===== src/arc_params.svh =====
// Purpose: Offsets, field positions, codes and timing counts of the retry transmit control block
// Assumes: Included by its bare name
// Notes:   Definitions only
`ifndef ARC_PARAMS_SVH
`define ARC_PARAMS_SVH

// ****************************************
// Register offsets
// ****************************************
`define ARC_OFS_STATUS      6'h01
`define ARC_OFS_COMMAND     6'h02
`define ARC_OFS_CTRL_ONE    6'h04
`define ARC_OFS_CC_MODE     6'h08
`define ARC_OFS_THRES       6'h09
`define ARC_OFS_PHY_MODE    6'h0C
`define ARC_OFS_IRQ_MASK    6'h0E
`define ARC_OFS_IRQ_STAT    6'h0F
`define ARC_OFS_AACK_CTRL   6'h17
`define ARC_OFS_RETRY_CTRL  6'h2C
`define ARC_OFS_SEED_LOW    6'h2D
`define ARC_OFS_SEED_HIGH   6'h2E
`define ARC_OFS_BE_CTRL     6'h2F

// ****************************************
// Reset values
// ****************************************
`define ARC_RST_CTRL_ONE    8'h20
`define ARC_RST_ZERO        8'h00

// ****************************************
// Radio state codes
// ****************************************
`define ARC_ST_POWER_ON     5'h00
`define ARC_ST_BUSY_RX      5'h01
`define ARC_ST_BUSY_TX      5'h02
`define ARC_ST_RX_ON        5'h06
`define ARC_ST_TRX_OFF      5'h08
`define ARC_ST_PLL_ON       5'h09
`define ARC_ST_SLEEP        5'h0F
`define ARC_ST_BUSY_AACK    5'h11
`define ARC_ST_BUSY_RETRY   5'h12
`define ARC_ST_AACK_LISTEN  5'h16
`define ARC_ST_RETRY_READY  5'h19
`define ARC_ST_LISTEN_NOCLK 5'h1C
`define ARC_ST_AACK_NOCLK   5'h1D
`define ARC_ST_BUSY_NOCLK   5'h1E
`define ARC_ST_TRANSITION   5'h1F

// ****************************************
// State commands
// ****************************************
`define ARC_CMD_NOP         5'h00
`define ARC_CMD_TX_START    5'h02
`define ARC_CMD_FORCE_OFF   5'h03
`define ARC_CMD_FORCE_PLL   5'h04

// ****************************************
// Transaction result codes
// ****************************************
`define ARC_RES_SUCCESS     3'h0
`define ARC_RES_PENDING     3'h1
`define ARC_RES_WAIT_ACK    3'h2
`define ARC_RES_CHAN_FAIL   3'h3
`define ARC_RES_NO_ACK      3'h5
`define ARC_RES_INVALID     3'h7

// ****************************************
// Field positions
// ****************************************
`define ARC_IRQ_RX_START    2
`define ARC_IRQ_TRANSACTION_END     3
`define ARC_IRQ_CHANNEL_CHECK_DONE    4
`define ARC_IRQ_ADDR_MATCH  5
`define ARC_NO_CSMA         3'h7

// ****************************************
// Timing, in symbols, nanoseconds and clock cycles
// ****************************************
`define ARC_UNIT_BACKOFF    20
`define ARC_TURNAROUND      12
`define ARC_SHR_BPSK        40
`define ARC_SPO_BPSK        8
`define ARC_SHR_OQPSK       10
`define ARC_SPO_OQPSK       2
`define ARC_ACK_OCTETS      6
`define ARC_CCA_SYMS        8
`define ARC_CLK_NS          100
`define ARC_SYM_NS_BPSK     50000
`define ARC_SYM_NS_OQPSK    40000
`define ARC_TRANS_CYC       4

`endif


===== src/arc_pkg.sv =====
// Purpose: Types of the retry transmit control block
// Assumes: Nothing
// Notes:   Constants live in arc_params.svh
package arc_pkg;

	// Retry transaction sequencer
	typedef enum logic [2:0] {
		ARC_IDLE,
		ARC_BACKOFF,
		ARC_CCA,
		ARC_TX,
		ARC_ACKWAIT,
		ARC_ACKRX
	} arc_fsm_t;

	// Whole state of the control block
	typedef struct packed {
		arc_fsm_t    fsm;
		logic [4:0]  radio_state_code;
		logic [4:0]  target;
		logic [2:0]  trans_cnt;
		logic [2:0]  transaction_result;
		logic [4:0]  state_command_field;
		logic        channel_check_done;
		logic        channel_idle_flag;
		logic [7:0]  ctrl_one;
		logic [7:0]  cc_mode;
		logic [7:0]  thres;
		logic        phy_oqpsk;
		logic [7:0]  irq_mask;
		logic [7:0]  irq_stat;
		logic [7:0]  aack_ctrl;
		logic [7:0]  retry_ctrl;
		logic [7:0]  seed_low;
		logic [7:0]  seed_high;
		logic [7:0]  be_ctrl;
		logic [12:0] sym_cnt;
		logic [2:0]  csma_cnt;
		logic [3:0]  frame_cnt;
		logic [3:0]  be;
		logic [7:0]  lfsr;
		logic        addr_seen;
		logic        tx_start;
		logic        rx_enable;
		logic [7:0]  rdata;
		logic [1:0]  sleep_sync;
		logic        sleep_prev;
	} arc_state_t;

endpackage


===== src/arc_sym_strobe.sv =====
// Purpose: Symbol-rate strobe from the device clock
// Assumes: One clock, synchronous active-low reset
// Notes:   Count restarts while run is low
`timescale 1ns/1ns

`include "arc_params.svh"

module arc_sym_strobe #(
	parameter int BPSK_CYC  = `ARC_SYM_NS_BPSK / `ARC_CLK_NS,
	parameter int OQPSK_CYC = `ARC_SYM_NS_OQPSK / `ARC_CLK_NS
) (
	input  wire logic ref_clk,
	input  wire logic rst_n,
	input  wire logic oqpsk,
	input  wire logic run,
	output logic      sym_stb
);

	logic [12:0] cnt;
	logic [12:0] next_cnt;
	logic [12:0] last;

	// Period of one header symbol in the chosen mode
	always_comb begin
		last     = oqpsk ? 13'(OQPSK_CYC - 1) : 13'(BPSK_CYC - 1);
		sym_stb  = run && (cnt == last);
		next_cnt = (!run || sym_stb) ? 13'h0000 : cnt + 13'h0001;
	end

	// Cycle counter
	always_ff @(posedge ref_clk) begin
		if (!rst_n) begin
			cnt <= 13'h0000;
		end else begin
			cnt <= next_cnt;
		end
	end

endmodule


===== src/arc_retry_ctrl.sv =====
// Purpose: Transaction control and status for transmit with automatic retry
// Assumes: Radio datapath on the same clock; sleep pin asynchronous
// Notes:   Register port is a plain strobed access, one register per address
`timescale 1ns/1ns
`include "arc_params.svh"
module arc_retry_ctrl #(
	parameter int BPSK_CYC  = `ARC_SYM_NS_BPSK / `ARC_CLK_NS,
	parameter int OQPSK_CYC = `ARC_SYM_NS_OQPSK / `ARC_CLK_NS
) (
	input  wire logic       ref_clk,
	input  wire logic       rst_n,
	input  wire logic [5:0] reg_addr,
	input  wire logic [7:0] reg_wdata,
	input  wire logic       reg_we,
	input  wire logic       reg_re,
	output logic      [7:0] reg_rdata,
	output logic            irq,
	input  wire logic       sleep_trigger_pin,
	output logic            radio_tx_start,
	output logic            radio_rx_enable,
	input  wire logic       radio_tx_done,
	input  wire logic       radio_ack_req,
	input  wire logic       radio_cca_idle,
	input  wire logic       radio_phr_done,
	input  wire logic [6:0] radio_phr_len,
	input  wire logic       radio_addr_match,
	input  wire logic       radio_frame_end,
	input  wire logic       radio_fcs_ok,
	input  wire logic       radio_ack_ok,
	input  wire logic       radio_ack_pending
);
	arc_pkg::arc_state_t s;
	arc_pkg::arc_state_t next_s;
	logic                sym_stb, sym_run;
	// ****************************************
	// Helpers
	// ****************************************
	// Acknowledgment wait in header symbols
	function automatic logic [12:0] ack_wait(input logic oqpsk);
		int shr, spo;
		shr = oqpsk ? `ARC_SHR_OQPSK : `ARC_SHR_BPSK;
		spo = oqpsk ? `ARC_SPO_OQPSK : `ARC_SPO_BPSK;
		return 13'(`ARC_UNIT_BACKOFF + `ARC_TURNAROUND + shr + `ARC_ACK_OCTETS * spo);
	endfunction
	// Random backoff length in symbols
	function automatic logic [12:0] backoff_len(input logic [3:0] be, input logic [7:0] rnd);
		logic [7:0] msk;
		msk = (be >= 4'h8) ? 8'hFF : 8'((9'h001 << be) - 9'h001);
		return 13'(rnd & msk) * 13'(`ARC_UNIT_BACKOFF);
	endfunction
	// Target state of a command, transition code when none
	function automatic logic [4:0] cmd_target(input logic [4:0] cmd);
		case (cmd)
			`ARC_CMD_FORCE_OFF, `ARC_ST_TRX_OFF: cmd_target = `ARC_ST_TRX_OFF;
			`ARC_CMD_FORCE_PLL, `ARC_ST_PLL_ON:  cmd_target = `ARC_ST_PLL_ON;
			`ARC_ST_RX_ON:                       cmd_target = `ARC_ST_RX_ON;
			`ARC_ST_AACK_LISTEN:                 cmd_target = `ARC_ST_AACK_LISTEN;
			`ARC_ST_RETRY_READY:                 cmd_target = `ARC_ST_RETRY_READY;
			default:                             cmd_target = `ARC_ST_TRANSITION;
		endcase
	endfunction
	// ****************************************
	// Symbol strobe
	// ****************************************
	// Strobe runs only while a symbol count is open
	assign sym_run = (s.fsm != arc_pkg::ARC_IDLE) && (s.fsm != arc_pkg::ARC_TX);
	arc_sym_strobe #(
		.BPSK_CYC  (BPSK_CYC),
		.OQPSK_CYC (OQPSK_CYC)
	) u_sym (
		.ref_clk (ref_clk),
		.rst_n   (rst_n),
		.oqpsk   (s.phy_oqpsk),
		.run     (sym_run),
		.sym_stb (sym_stb)
	);
	// ****************************************
	// Next state
	// ****************************************
	// Registers, radio states and retry sequencer
	always_comb begin
		logic [7:0] ev, clr;
		logic       asleep, pin_rise, pin_fall, start_retry, extended;
		logic [4:0] tgt;
		ev          = 8'h00;
		clr         = 8'h00;
		next_s      = s;
		next_s.tx_start   = 1'b0;
		next_s.sleep_sync = {s.sleep_sync[0], sleep_trigger_pin};
		next_s.sleep_prev = s.sleep_sync[1];
		next_s.lfsr       = {s.lfsr[6:0], s.lfsr[7] ^ s.lfsr[5] ^ s.lfsr[4] ^ s.lfsr[3]};
		asleep      = (s.radio_state_code == `ARC_ST_SLEEP);
		pin_rise    = s.sleep_sync[1] && !s.sleep_prev;
		pin_fall    = !s.sleep_sync[1] && s.sleep_prev;
		start_retry = 1'b0;
		extended    = (s.radio_state_code[4] == 1'b1);
		tgt         = cmd_target(reg_wdata[4:0]);
		// Register reads, none in sleep
		if (reg_re && !asleep) begin
			case (reg_addr)
				`ARC_OFS_STATUS:     next_s.rdata = {s.channel_check_done, s.channel_idle_flag, 1'b0,
					s.radio_state_code};
				`ARC_OFS_COMMAND:    next_s.rdata = {s.transaction_result, s.state_command_field};
				`ARC_OFS_CTRL_ONE:   next_s.rdata = s.ctrl_one;
				`ARC_OFS_CC_MODE:    next_s.rdata = s.cc_mode;
				`ARC_OFS_THRES:      next_s.rdata = s.thres;
				`ARC_OFS_PHY_MODE:   next_s.rdata = {7'h00, s.phy_oqpsk};
				`ARC_OFS_IRQ_MASK:   next_s.rdata = s.irq_mask;
				`ARC_OFS_IRQ_STAT:   next_s.rdata = s.irq_stat;
				`ARC_OFS_AACK_CTRL:  next_s.rdata = s.aack_ctrl;
				`ARC_OFS_RETRY_CTRL: next_s.rdata = s.retry_ctrl;
				`ARC_OFS_SEED_LOW:   next_s.rdata = s.seed_low;
				`ARC_OFS_SEED_HIGH:  next_s.rdata = s.seed_high;
				`ARC_OFS_BE_CTRL:    next_s.rdata = s.be_ctrl;
				default:             next_s.rdata = 8'h00;
			endcase
			clr = (reg_addr == `ARC_OFS_IRQ_STAT) ? s.irq_stat : 8'h00;
		end
		// Register writes, none in sleep; status register has no write path
		if (reg_we && !asleep) begin
			case (reg_addr)
				`ARC_OFS_CTRL_ONE:   next_s.ctrl_one = reg_wdata;
				`ARC_OFS_CC_MODE:    next_s.cc_mode = reg_wdata;
				`ARC_OFS_THRES:      next_s.thres = reg_wdata;
				`ARC_OFS_PHY_MODE:   next_s.phy_oqpsk = reg_wdata[0];
				`ARC_OFS_IRQ_MASK:   next_s.irq_mask = reg_wdata;
				`ARC_OFS_AACK_CTRL:  next_s.aack_ctrl = reg_wdata;
				`ARC_OFS_RETRY_CTRL: next_s.retry_ctrl = reg_wdata;
				`ARC_OFS_SEED_LOW: begin
					next_s.seed_low = reg_wdata;
					next_s.lfsr     = (reg_wdata == 8'h00) ? 8'h01 : reg_wdata;
				end
				`ARC_OFS_SEED_HIGH:  next_s.seed_high = reg_wdata;
				`ARC_OFS_BE_CTRL:    next_s.be_ctrl = reg_wdata;
				`ARC_OFS_COMMAND: begin
					next_s.state_command_field = reg_wdata[4:0];
					// Transmit start in the ready states
					if (reg_wdata[4:0] == `ARC_CMD_TX_START) begin
						if (s.radio_state_code == `ARC_ST_RETRY_READY && s.fsm == arc_pkg::ARC_IDLE) begin
							start_retry = 1'b1;
						end else if (s.radio_state_code == `ARC_ST_PLL_ON) begin
							next_s.radio_state_code = `ARC_ST_BUSY_TX;
							next_s.tx_start         = 1'b1;
						end
					// Other listed codes start a transition, the rest do nothing
					end else if (tgt != `ARC_ST_TRANSITION) begin
						next_s.target           = tgt;
						next_s.trans_cnt        = 3'(`ARC_TRANS_CYC);
						next_s.radio_state_code = `ARC_ST_TRANSITION;
						next_s.fsm              = arc_pkg::ARC_IDLE;
						next_s.rx_enable        = 1'b0;
					end
				end
				default: ;
			endcase
		end
		// Transition countdown
		if (s.radio_state_code == `ARC_ST_TRANSITION) begin
			if (s.trans_cnt == 3'h0) begin
				next_s.radio_state_code = s.target;
				next_s.rx_enable        = (s.target == `ARC_ST_RX_ON) || (s.target == `ARC_ST_AACK_LISTEN);
			end else begin
				next_s.trans_cnt = s.trans_cnt - 3'h1;
			end
		end
		// Sleep pin: off state sleeps, retry ready starts a frame
		if (pin_rise && s.radio_state_code == `ARC_ST_TRX_OFF) begin
			next_s.radio_state_code = `ARC_ST_SLEEP;
		end else if (pin_fall && asleep) begin
			next_s.radio_state_code = `ARC_ST_TRX_OFF;
		end else if (pin_rise && s.radio_state_code == `ARC_ST_RETRY_READY && s.fsm == arc_pkg::ARC_IDLE) begin
			start_retry = 1'b1;
		end
		// Basic receive and transmit
		if (s.radio_state_code == `ARC_ST_BUSY_TX && radio_tx_done) begin
			next_s.radio_state_code = `ARC_ST_PLL_ON;
			ev[`ARC_IRQ_TRANSACTION_END]    = 1'b1;
		end
		if (s.radio_state_code == `ARC_ST_RX_ON && radio_phr_done && radio_phr_len != 7'h00) begin
			next_s.radio_state_code  = `ARC_ST_BUSY_RX;
			ev[`ARC_IRQ_RX_START]    = 1'b1;
		end
		if (s.radio_state_code == `ARC_ST_BUSY_RX && radio_addr_match) begin
			ev[`ARC_IRQ_ADDR_MATCH] = 1'b1;
		end
		if (s.radio_state_code == `ARC_ST_BUSY_RX && radio_frame_end) begin
			next_s.radio_state_code = `ARC_ST_RX_ON;
			ev[`ARC_IRQ_TRANSACTION_END]    = 1'b1;
		end
		// Auto-ack receive
		if (s.radio_state_code == `ARC_ST_AACK_LISTEN && radio_phr_done && radio_phr_len != 7'h00) begin
			next_s.radio_state_code   = `ARC_ST_BUSY_AACK;
			next_s.transaction_result = `ARC_RES_INVALID;
			next_s.addr_seen          = 1'b0;
			ev[`ARC_IRQ_RX_START]     = 1'b1;
		end
		if (s.radio_state_code == `ARC_ST_BUSY_AACK && radio_addr_match) begin
			next_s.addr_seen        = 1'b1;
			ev[`ARC_IRQ_ADDR_MATCH] = 1'b1;
		end
		if (s.radio_state_code == `ARC_ST_BUSY_AACK && radio_frame_end) begin
			next_s.radio_state_code = `ARC_ST_AACK_LISTEN;
			if ((s.addr_seen || radio_addr_match) && radio_fcs_ok) begin
				next_s.transaction_result = `ARC_RES_SUCCESS;
				ev[`ARC_IRQ_TRANSACTION_END]      = 1'b1;
			end
		end
		// Retry transaction start
		if (start_retry) begin
			next_s.radio_state_code   = `ARC_ST_BUSY_RETRY;
			next_s.transaction_result = `ARC_RES_INVALID;
			next_s.csma_cnt           = 3'h0;
			next_s.frame_cnt          = 4'h0;
			next_s.be                 = s.be_ctrl[3:0];
			if (s.retry_ctrl[3:1] == `ARC_NO_CSMA) begin
				next_s.fsm      = arc_pkg::ARC_TX;
				next_s.tx_start = 1'b1;
			end else begin
				next_s.fsm     = arc_pkg::ARC_BACKOFF;
				next_s.sym_cnt = backoff_len(s.be_ctrl[3:0], s.lfsr);
			end
		end
		// Retry sequencer, counts on header symbols
		case (s.fsm)
			arc_pkg::ARC_IDLE: ;
			arc_pkg::ARC_BACKOFF: begin
				if (s.sym_cnt == 13'h0000) begin
					next_s.fsm     = arc_pkg::ARC_CCA;
					next_s.sym_cnt = 13'(`ARC_CCA_SYMS);
				end else if (sym_stb) begin
					next_s.sym_cnt = s.sym_cnt - 13'h0001;
				end
			end
			arc_pkg::ARC_CCA: begin
				// Check ends with no check-done interrupt or status bits; a last failure raises transaction end
				if (sym_stb && s.sym_cnt == 13'h0001) begin
					if (radio_cca_idle) begin
						next_s.fsm      = arc_pkg::ARC_TX;
						next_s.tx_start = 1'b1;
					end else if (s.csma_cnt == s.retry_ctrl[3:1]) begin
						next_s.fsm                = arc_pkg::ARC_IDLE;
						next_s.transaction_result = `ARC_RES_CHAN_FAIL;
						next_s.radio_state_code   = `ARC_ST_RETRY_READY;
						ev[`ARC_IRQ_TRANSACTION_END]      = 1'b1;
					end else begin
						next_s.csma_cnt = s.csma_cnt + 3'h1;
						next_s.be       = (s.be < s.be_ctrl[7:4]) ? s.be + 4'h1 : s.be_ctrl[7:4];
						next_s.fsm      = arc_pkg::ARC_BACKOFF;
						next_s.sym_cnt  = backoff_len(s.be, s.lfsr);
					end
				end else if (sym_stb) begin
					next_s.sym_cnt = s.sym_cnt - 13'h0001;
				end
			end
			arc_pkg::ARC_TX: begin
				if (radio_tx_done) begin
					if (radio_ack_req) begin
						next_s.fsm                = arc_pkg::ARC_ACKWAIT;
						next_s.transaction_result = `ARC_RES_WAIT_ACK;
						next_s.rx_enable          = 1'b1;
						next_s.sym_cnt            = ack_wait(s.phy_oqpsk);
					end else begin
						next_s.fsm                = arc_pkg::ARC_IDLE;
						next_s.transaction_result = `ARC_RES_SUCCESS;
						next_s.radio_state_code   = `ARC_ST_RETRY_READY;
						ev[`ARC_IRQ_TRANSACTION_END]      = 1'b1;
					end
				end
			end
			arc_pkg::ARC_ACKWAIT: begin
				// Ack start is expected inside the wait window
				if (radio_phr_done) begin
					next_s.fsm = arc_pkg::ARC_ACKRX;
				end else if (sym_stb && s.sym_cnt == 13'h0001) begin
					next_s.rx_enable = 1'b0;
					if (s.frame_cnt == s.retry_ctrl[7:4] || s.retry_ctrl[3:1] == `ARC_NO_CSMA) begin
						next_s.fsm                = arc_pkg::ARC_IDLE;
						next_s.transaction_result = `ARC_RES_NO_ACK;
						next_s.radio_state_code   = `ARC_ST_RETRY_READY;
						ev[`ARC_IRQ_TRANSACTION_END]      = 1'b1;
					end else begin
						next_s.frame_cnt = s.frame_cnt + 4'h1;
						next_s.csma_cnt  = 3'h0;
						next_s.be        = s.be_ctrl[3:0];
						next_s.fsm       = arc_pkg::ARC_BACKOFF;
						next_s.sym_cnt   = backoff_len(s.be_ctrl[3:0], s.lfsr);
					end
				end else if (sym_stb) begin
					next_s.sym_cnt = s.sym_cnt - 13'h0001;
				end
			end
			arc_pkg::ARC_ACKRX: begin
				// Receive-start and match are held back here
				if (radio_frame_end) begin
					if (radio_fcs_ok && radio_ack_ok) begin
						next_s.fsm                = arc_pkg::ARC_IDLE;
						next_s.rx_enable          = 1'b0;
						next_s.radio_state_code   = `ARC_ST_RETRY_READY;
						next_s.transaction_result = radio_ack_pending ? `ARC_RES_PENDING : `ARC_RES_SUCCESS;
						ev[`ARC_IRQ_TRANSACTION_END]      = 1'b1;
					end else begin
						next_s.fsm = arc_pkg::ARC_ACKWAIT;
					end
				end
			end
			default: next_s.fsm = arc_pkg::ARC_IDLE;
		endcase
		// Channel check bits hold in extended modes; nothing else sets them
		if (extended) begin
			next_s.channel_check_done = s.channel_check_done;
			next_s.channel_idle_flag  = s.channel_idle_flag;
		end
		// Sticky status, a new event beats a read clear
		next_s.irq_stat = (s.irq_stat & ~clr) | ev;
	end
	// ****************************************
	// State register
	// ****************************************
	// Whole state, synchronous reset
	always_ff @(posedge ref_clk) begin
		if (!rst_n) begin
			s                      <= '0;
			s.fsm                  <= arc_pkg::ARC_IDLE;
			s.radio_state_code     <= `ARC_ST_TRX_OFF;
			s.ctrl_one             <= `ARC_RST_CTRL_ONE;
			s.transaction_result   <= 3'h0;
			s.lfsr                 <= 8'h01;
		end else begin
			s <= next_s;
		end
	end
	// ****************************************
	// Outputs
	// ****************************************
	// Registered outputs, interrupt from flops
	assign reg_rdata       = s.rdata;
	assign irq             = |(s.irq_stat & s.irq_mask);
	assign radio_tx_start  = s.tx_start;
	assign radio_rx_enable = s.rx_enable;
endmodule


===== config.mk =====
export PLATFORM = sky130hd
export DESIGN_NAME = arc_retry_ctrl
export DESIGN_NICKNAME = d
export VERILOG_FILES = /design/src/arc_pkg.sv /design/src/arc_sym_strobe.sv /design/src/arc_retry_ctrl.sv
export VERILOG_INCLUDE_DIRS = /design/src
export SDC_FILE = /design/constraint.sdc
export NUM_CORES = 1
export LEC_CHECK = 0
export ABC_CLOCK_PERIOD_IN_PS = 5830
export BUFFER_PORTS_ARGS = -buffer_cell sky130_fd_sc_hd__clkbuf_2
export CORE_ASPECT_RATIO = 0.5
export CORE_MARGIN = 8
export CORE_UTILIZATION = 50
export DETAILED_ROUTE_END_ITERATION = 10
export PLACE_DENSITY = 0.73
export SETUP_SLACK_MARGIN = 0.2
export SLEW_MARGIN = 20
export SYNTH_ARGS = -nofsm -noshare
export SYNTH_HDL_FRONTEND = slang
export SYNTH_SLANG_ARGS = --single-unit

===== constraint.sdc =====
create_clock -name ref_clk -period 5.83 [get_ports ref_clk]
set_input_delay 0.2915 -clock ref_clk [delete_from_list [all_inputs] [get_ports ref_clk]]
set_output_delay 0.2915 -clock ref_clk [all_outputs]
set_load 0.02 [all_outputs]

== Yosys cells after proc, flatten, opt, wreduce, memory -nomap -nowiden ==
Index checks and enable logic that the tools add are counted.
Storage, ports and cells
  bits in registers: 164
  word-level logic and storage cells: 296
Cells by class
  order comparisons: 3
  mux-type cells: 139
  reductions and logical operators: 54
  multipliers: 3
  bitwise operators: 11
  shift operators: 2
  add/sub/neg operators: 10
  eq/ne operators: 45
Operator list (number)
  $mux 8: 13
  $pmux 8 s13: 1
  $mux 13: 7
  $mux 5: 18
  $mux 16: 5
  $mux 24: 3
  $mux 3: 21
  $pmux 13 s4: 1
  $mux 1: 48
  $eq 5x5->1 const B: 7
  $and 8x8->8: 4
  $eq 6x4->1 const B: 5
  $eq 5x4->1 const B: 5
  $pmux 5 s5: 1
  $eq 6x6->1 const B: 4
  $mux 4: 6
  $logic_and 1x1->1: 23
  $mul 8x3->11 const B: 2
  $reduce_and 2->1: 11
  $eq 5x3->1 const B: 4
  $pmux 5 s4: 1
  $pmux 3 s6: 1
  $shl 1x4->8 const A: 2
  $sub 8x1->8 const B: 2
  other kinds (49): 72

== Logic depth before layout (Yosys ltp) ==
  word-level depth: 22
  mapped depth: 18

== By module ==
A second synthesis with hierarchy kept.
Unflattened totals
  cells, all modules: 1320
  area total of the unflattened synthesis: 10126.0 um2
Modules (own cells, without submodules)
  arc_retry_ctrl: seq. area each 3002.9 um2, area each 9522.9 um2, cells an instance 1251, instances 1
  arc_sym_strobe: seq. area each 260.2 um2, area each 603.1 um2, cells an instance 69, instances 1

== Worst setup path after synthesis ==
OpenSTA, ideal clock, no wires.
  path type: flip-flop to flip-flop
  start: register s[24] in the netlist's numbering
  end: register s[44] in the netlist's numbering
  path slack: 2.243 ns
  stages on the path, launching flop included: 16
  buffers on the path: 1
  period minus slack after synthesis: 3.587 ns
  arrival: 3.459 ns
  path through: dfxtp_1 -> clkbuf_1 -> inv_1 -> ha_1 -> or4b_2 -> a31oi_1 -> a21boi_0 -> ha_1 -> ha_1 -> o21ai_0 -> o21bai_1 -> a21oi_1 -> xnor2_1 -> a31o_2 -> a211oi_1 -> o22ai_1
On the way
  word-level cells in the longest chain between the ends: 9
  elaborated cells between the ends (all ways): 10
  those cells by class: add/sub: 1; mul: 1; order compare: 1; shift: 1; mux: 5; bitwise: 1
Ends and longest elaborated chain
  start: declaration: RTL line arc_retry_ctrl.sv:32  | arc_pkg::arc_state_t s;
  start signal: assignment: RTL line arc_retry_ctrl.sv:329  | s <= next_s;
  $shl 1x4->8: RTL line arc_retry_ctrl.sv:48  | msk = (be >= 4'h8) ? 8'hFF : 8'((9'h001 << be) - 9'h001);
  $sub 8x1->8: RTL line arc_retry_ctrl.sv:48
  $mux 8 (*): RTL line arc_retry_ctrl.sv:48
  $and 8x8->8 (*): RTL line arc_retry_ctrl.sv:49  | return 13'(rnd & msk) * 13'(`ARC_UNIT_BACKOFF);
  $mul 8x3->11 (*): RTL line arc_retry_ctrl.sv:49
  $mux 16 (*): RTL line arc_retry_ctrl.sv:240  | end else if (s.csma_cnt == s.retry_ctrl[3:1]) begin
  $mux 16 (*): RTL line arc_retry_ctrl.sv:237  | if (radio_cca_idle) begin
  $mux 13 (*): RTL line arc_retry_ctrl.sv:236  | if (sym_stb && s.sym_cnt == 13'h0001) begin
  $pmux 13 s4 (*): RTL line arc_retry_ctrl.sv:224  | case (s.fsm)
Mark *: on every way between the ends. The rest lies on a longest branch, timed or not.
A chain may end at the register's enable or synchronous reset.

== Worst setup path in the final report ==
  start: register s[22] in the netlist's numbering
  end: register s[44] in the netlist's numbering
The elaborated chain is that of the path after synthesis.

==> impl_metrics.env <==
export IMPL_status="completed"
export IMPL_setup_viol=0
export IMPL_cts_buffers=17
export IMPL_htreeDepth=4
export IMPL_fin_crit_ns=4.107
export IMPL_post_cts_setup_buffers=0
export IMPL_root_buffer="clkbuf_16"
export IMPL_cts_buffer_depth=2
export IMPL_ys_seq_area_frac=0.3245
export IMPL_timing_final_max_slew_violations=0
export IMPL_crit_path_start_kind="flop"
export IMPL_vias=10110
export IMPL_whs_ns=0.07567
export IMPL_drv_cap=0
export IMPL_io_pins=46
export IMPL_power_density_nw_per_um2=224.2
export IMPL_start_util=0.5132
export IMPL_viasPerCell=6.399
export IMPL_setup_reg_to_reg_worst_slack_ns=1.72
export IMPL_first_pass_iters=5
export IMPL_fmaxAchievable_mhz=243.5
export IMPL_worst_pin_slew_ns=0.9850
export IMPL_ys_async_sr_fraction=0
export IMPL_die_x_um=216.6
export IMPL_wl_per_cell_um=20.58
export IMPL_yosys_register_bits=163
export IMPL_port_buffers=45
export IMPL_holdBufCountCts=0
export IMPL_fin_skew_ns=0.007893
export IMPL_synth_top_area_share=0.3245
export IMPL_yosysUniqueCellTypes=93
export IMPL_synth_warnings=0
export IMPL_synth_main_ff_cell="dfxtp_1"
export IMPL_n_fill_cell=1770
export IMPL_fin_cells=1580
export IMPL_place_hpwl_um=22950
export IMPL_syn_to_final_growth_pct=8.971
export IMPL_placeableCoreArea_um2=19590
export IMPL_cts_clk_slew_worst_paths_ns=0.07
export IMPL_clock_latency_ns=0.44
export IMPL_holdCritPathClass="in -> reg"
export IMPL_synth_nets=1392
export IMPL_cp_data_required_time_ns=6.15
export IMPL_final_area_um2=10960
export IMPL_rows=36
export IMPL_finalPower_uw=2457
export IMPL_max_slew_margin_rel=0.3433
export IMPL_fin_crit_sh=0.7044
export IMPL_cp_max_fo=7
export IMPL_drive_above_1_share=0.09817
export IMPL_ant_nets=0
export IMPL_die_h_um=116.3
export IMPL_cts_tree="built"
export IMPL_hold_viol_final=0
export IMPL_dp_cells=1548
export IMPL_final_cell_mix="nand2_1, dfxtp_1, a21oi_1"
export IMPL_synth_enable_flop_cells=0
export IMPL_postPlaceCellArea_um2=10330
export IMPL_wl_um=32520
export IMPL_drt_iter0_markers=1258
export IMPL_grt_max_degree=64
export IMPL_critPathArrivalTime_ns=4.43
export IMPL_grt_total_usage=0.2543
export IMPL_antenna_found_initial=0
export IMPL_grt_pass1_vias=9588
export IMPL_rsz0062_at_grt="no"
export IMPL_gp_congestion=0.9878
export IMPL_syn_area_um2=10060
export IMPL_cts_sinks=163
export IMPL_num_antenna_cells=0
export IMPL_peakVddDrop_mv=0.2372
export IMPL_syn_area_per_cell_um2=7.659
export IMPL_synthCells=1313
export IMPL_drcViolationCount=0
export IMPL_die_area_um2=25180
export IMPL_yosys_top_cells_area="dfxtp_1, a21oi_1, nand2_1, ha_1, nor2_1"
export IMPL_grt_overflow=0
export IMPL_critPathKind="reg -> reg"
export IMPL_crit_path_end_kind="flop"
export IMPL_synth_area_leader_cell="dfxtp_1"
export IMPL_setup_tns_ns=0
export IMPL_post_cts_resized=0
export IMPL_leakagePower_uw=0.003964
export IMPL_grt_pass1_wl_um=51650
export IMPL_nets=1380
==> where the power goes <==
| group | switching (uW) | total, uW | internal [uW] |
|---|---|---|---|
| clock network | 527 | 1200 | 671 |
| registers | 9.10 | 1130 | 1120 |
| logic | 93.5 | 128 | 34.8 |
==> per-layer routing <==
| layer | part of all wire | GRT usage |
|---|---|---|
| met1 | 0.43 | 0.3321 |
| met2 | 0.45 | 0.4167 |
| met4 | 0.027 | 0.09816 |
| met5 | 0 | 0 |
| met3 | 0.091 | 0.04705 |
==> state kept, by name (all words and copies together), names as in the netlist <==
signal and flops:
radio_tx_start 1, next_s 2, reg_rdata 8, s 138
u_sym.cnt 13, radio_rx_enable 1
==> stage by stage <==
step / setup slack (ns) / utilization
floorplan: 2.243 / -
CTS: 1.805 / 0.5587
detailed placement: 1.833 / 0.5274
global route: 1.556 / 0.5593
finish: 1.723 / 0.5593
global placement: 2.037 / 0.5274
==> cell type report <==
type	count	area [um^2]	share of cell area
timing repair buffer	56	307.8	0.02809
clock inverter	13	161.4	0.01473
tap	266	332.8	0.03037
clock buffer	19	452.9	0.04133
multi-input combinational	1023	6289	0.5739
sequential	163	3263	0.2978
inverter	40	151.4	0.01382
==> cell usage after synthesis (all sizes together), types with 6 or more instances <==
library cell / instances
buf: 17
and3: 13
nand4: 17
nor3: 28
a21oi: 153
a211oi: 8
ha: 42
nand2b: 12
a222oi: 6
nor2: 137
a22oi: 20
a21o: 11
xnor2: 21
mux2: 8
nand3: 63
nor4: 8
o211ai: 11
nand2: 165
o21ai: 61
nor3b: 7
nor2b: 14
clkbuf: 70
or3: 10
xor2: 12
a21boi: 9
mux2i: 34
a31oi: 18
o21a: 8
nor4b: 6
and2: 15
o22ai: 12
a221oi: 10
inv: 40
dfxtp: 163
==> worst paths after layout <==
kind | from | to | depth (start not counted)
worst max register to register | s[22]$_SDFF_PN0_ | s[44]$_SDFF_PN0_ | 16
worst max-delay path | s[22]$_SDFF_PN0_ | s[44]$_SDFF_PN0_ | 16
worst min-delay path | sleep_trigger_pin | next_s[2]$_SDFF_PN0_ | 2
worst min register to register | next_s[2]$_SDFF_PN0_ | next_s[0]$_SDFF_PN0_ | 1
==> critical path, stage by stage, from the launching register on <==
cell and delay, ns:
dfxtp_1 0.44, inv_1 0.10, ha_1 0.28, nand2_1 0.11
ha_1 0.20, or4b_2 0.59, a31oi_1 0.21, a21boi_0 0.18
ha_1 0.34, ha_1 0.34, o21ai_0 0.29, o21bai_1 0.10
a21oi_1 0.18, xnor2_1 0.09, a31o_2 0.26, a211oi_1 0.17
o22ai_1 0.11
==> cell families (layout without fill, tap and decap cells) <==
group	count (synthesis)	count (layout)	synth area share
flip-flops	163	163	0.3245
buffers and inverters	127	128	0.05188
XOR/XNOR	33	33	0.02874
adder cells (fa/ha/maj)	44	44	0.05624
AO/OA/AOI/OAI	386	386	0.2460
AND/OR/NAND/NOR	518	518	0.2495
multiplexers	42	42	0.04317
(Power assumes the default switching activity.)
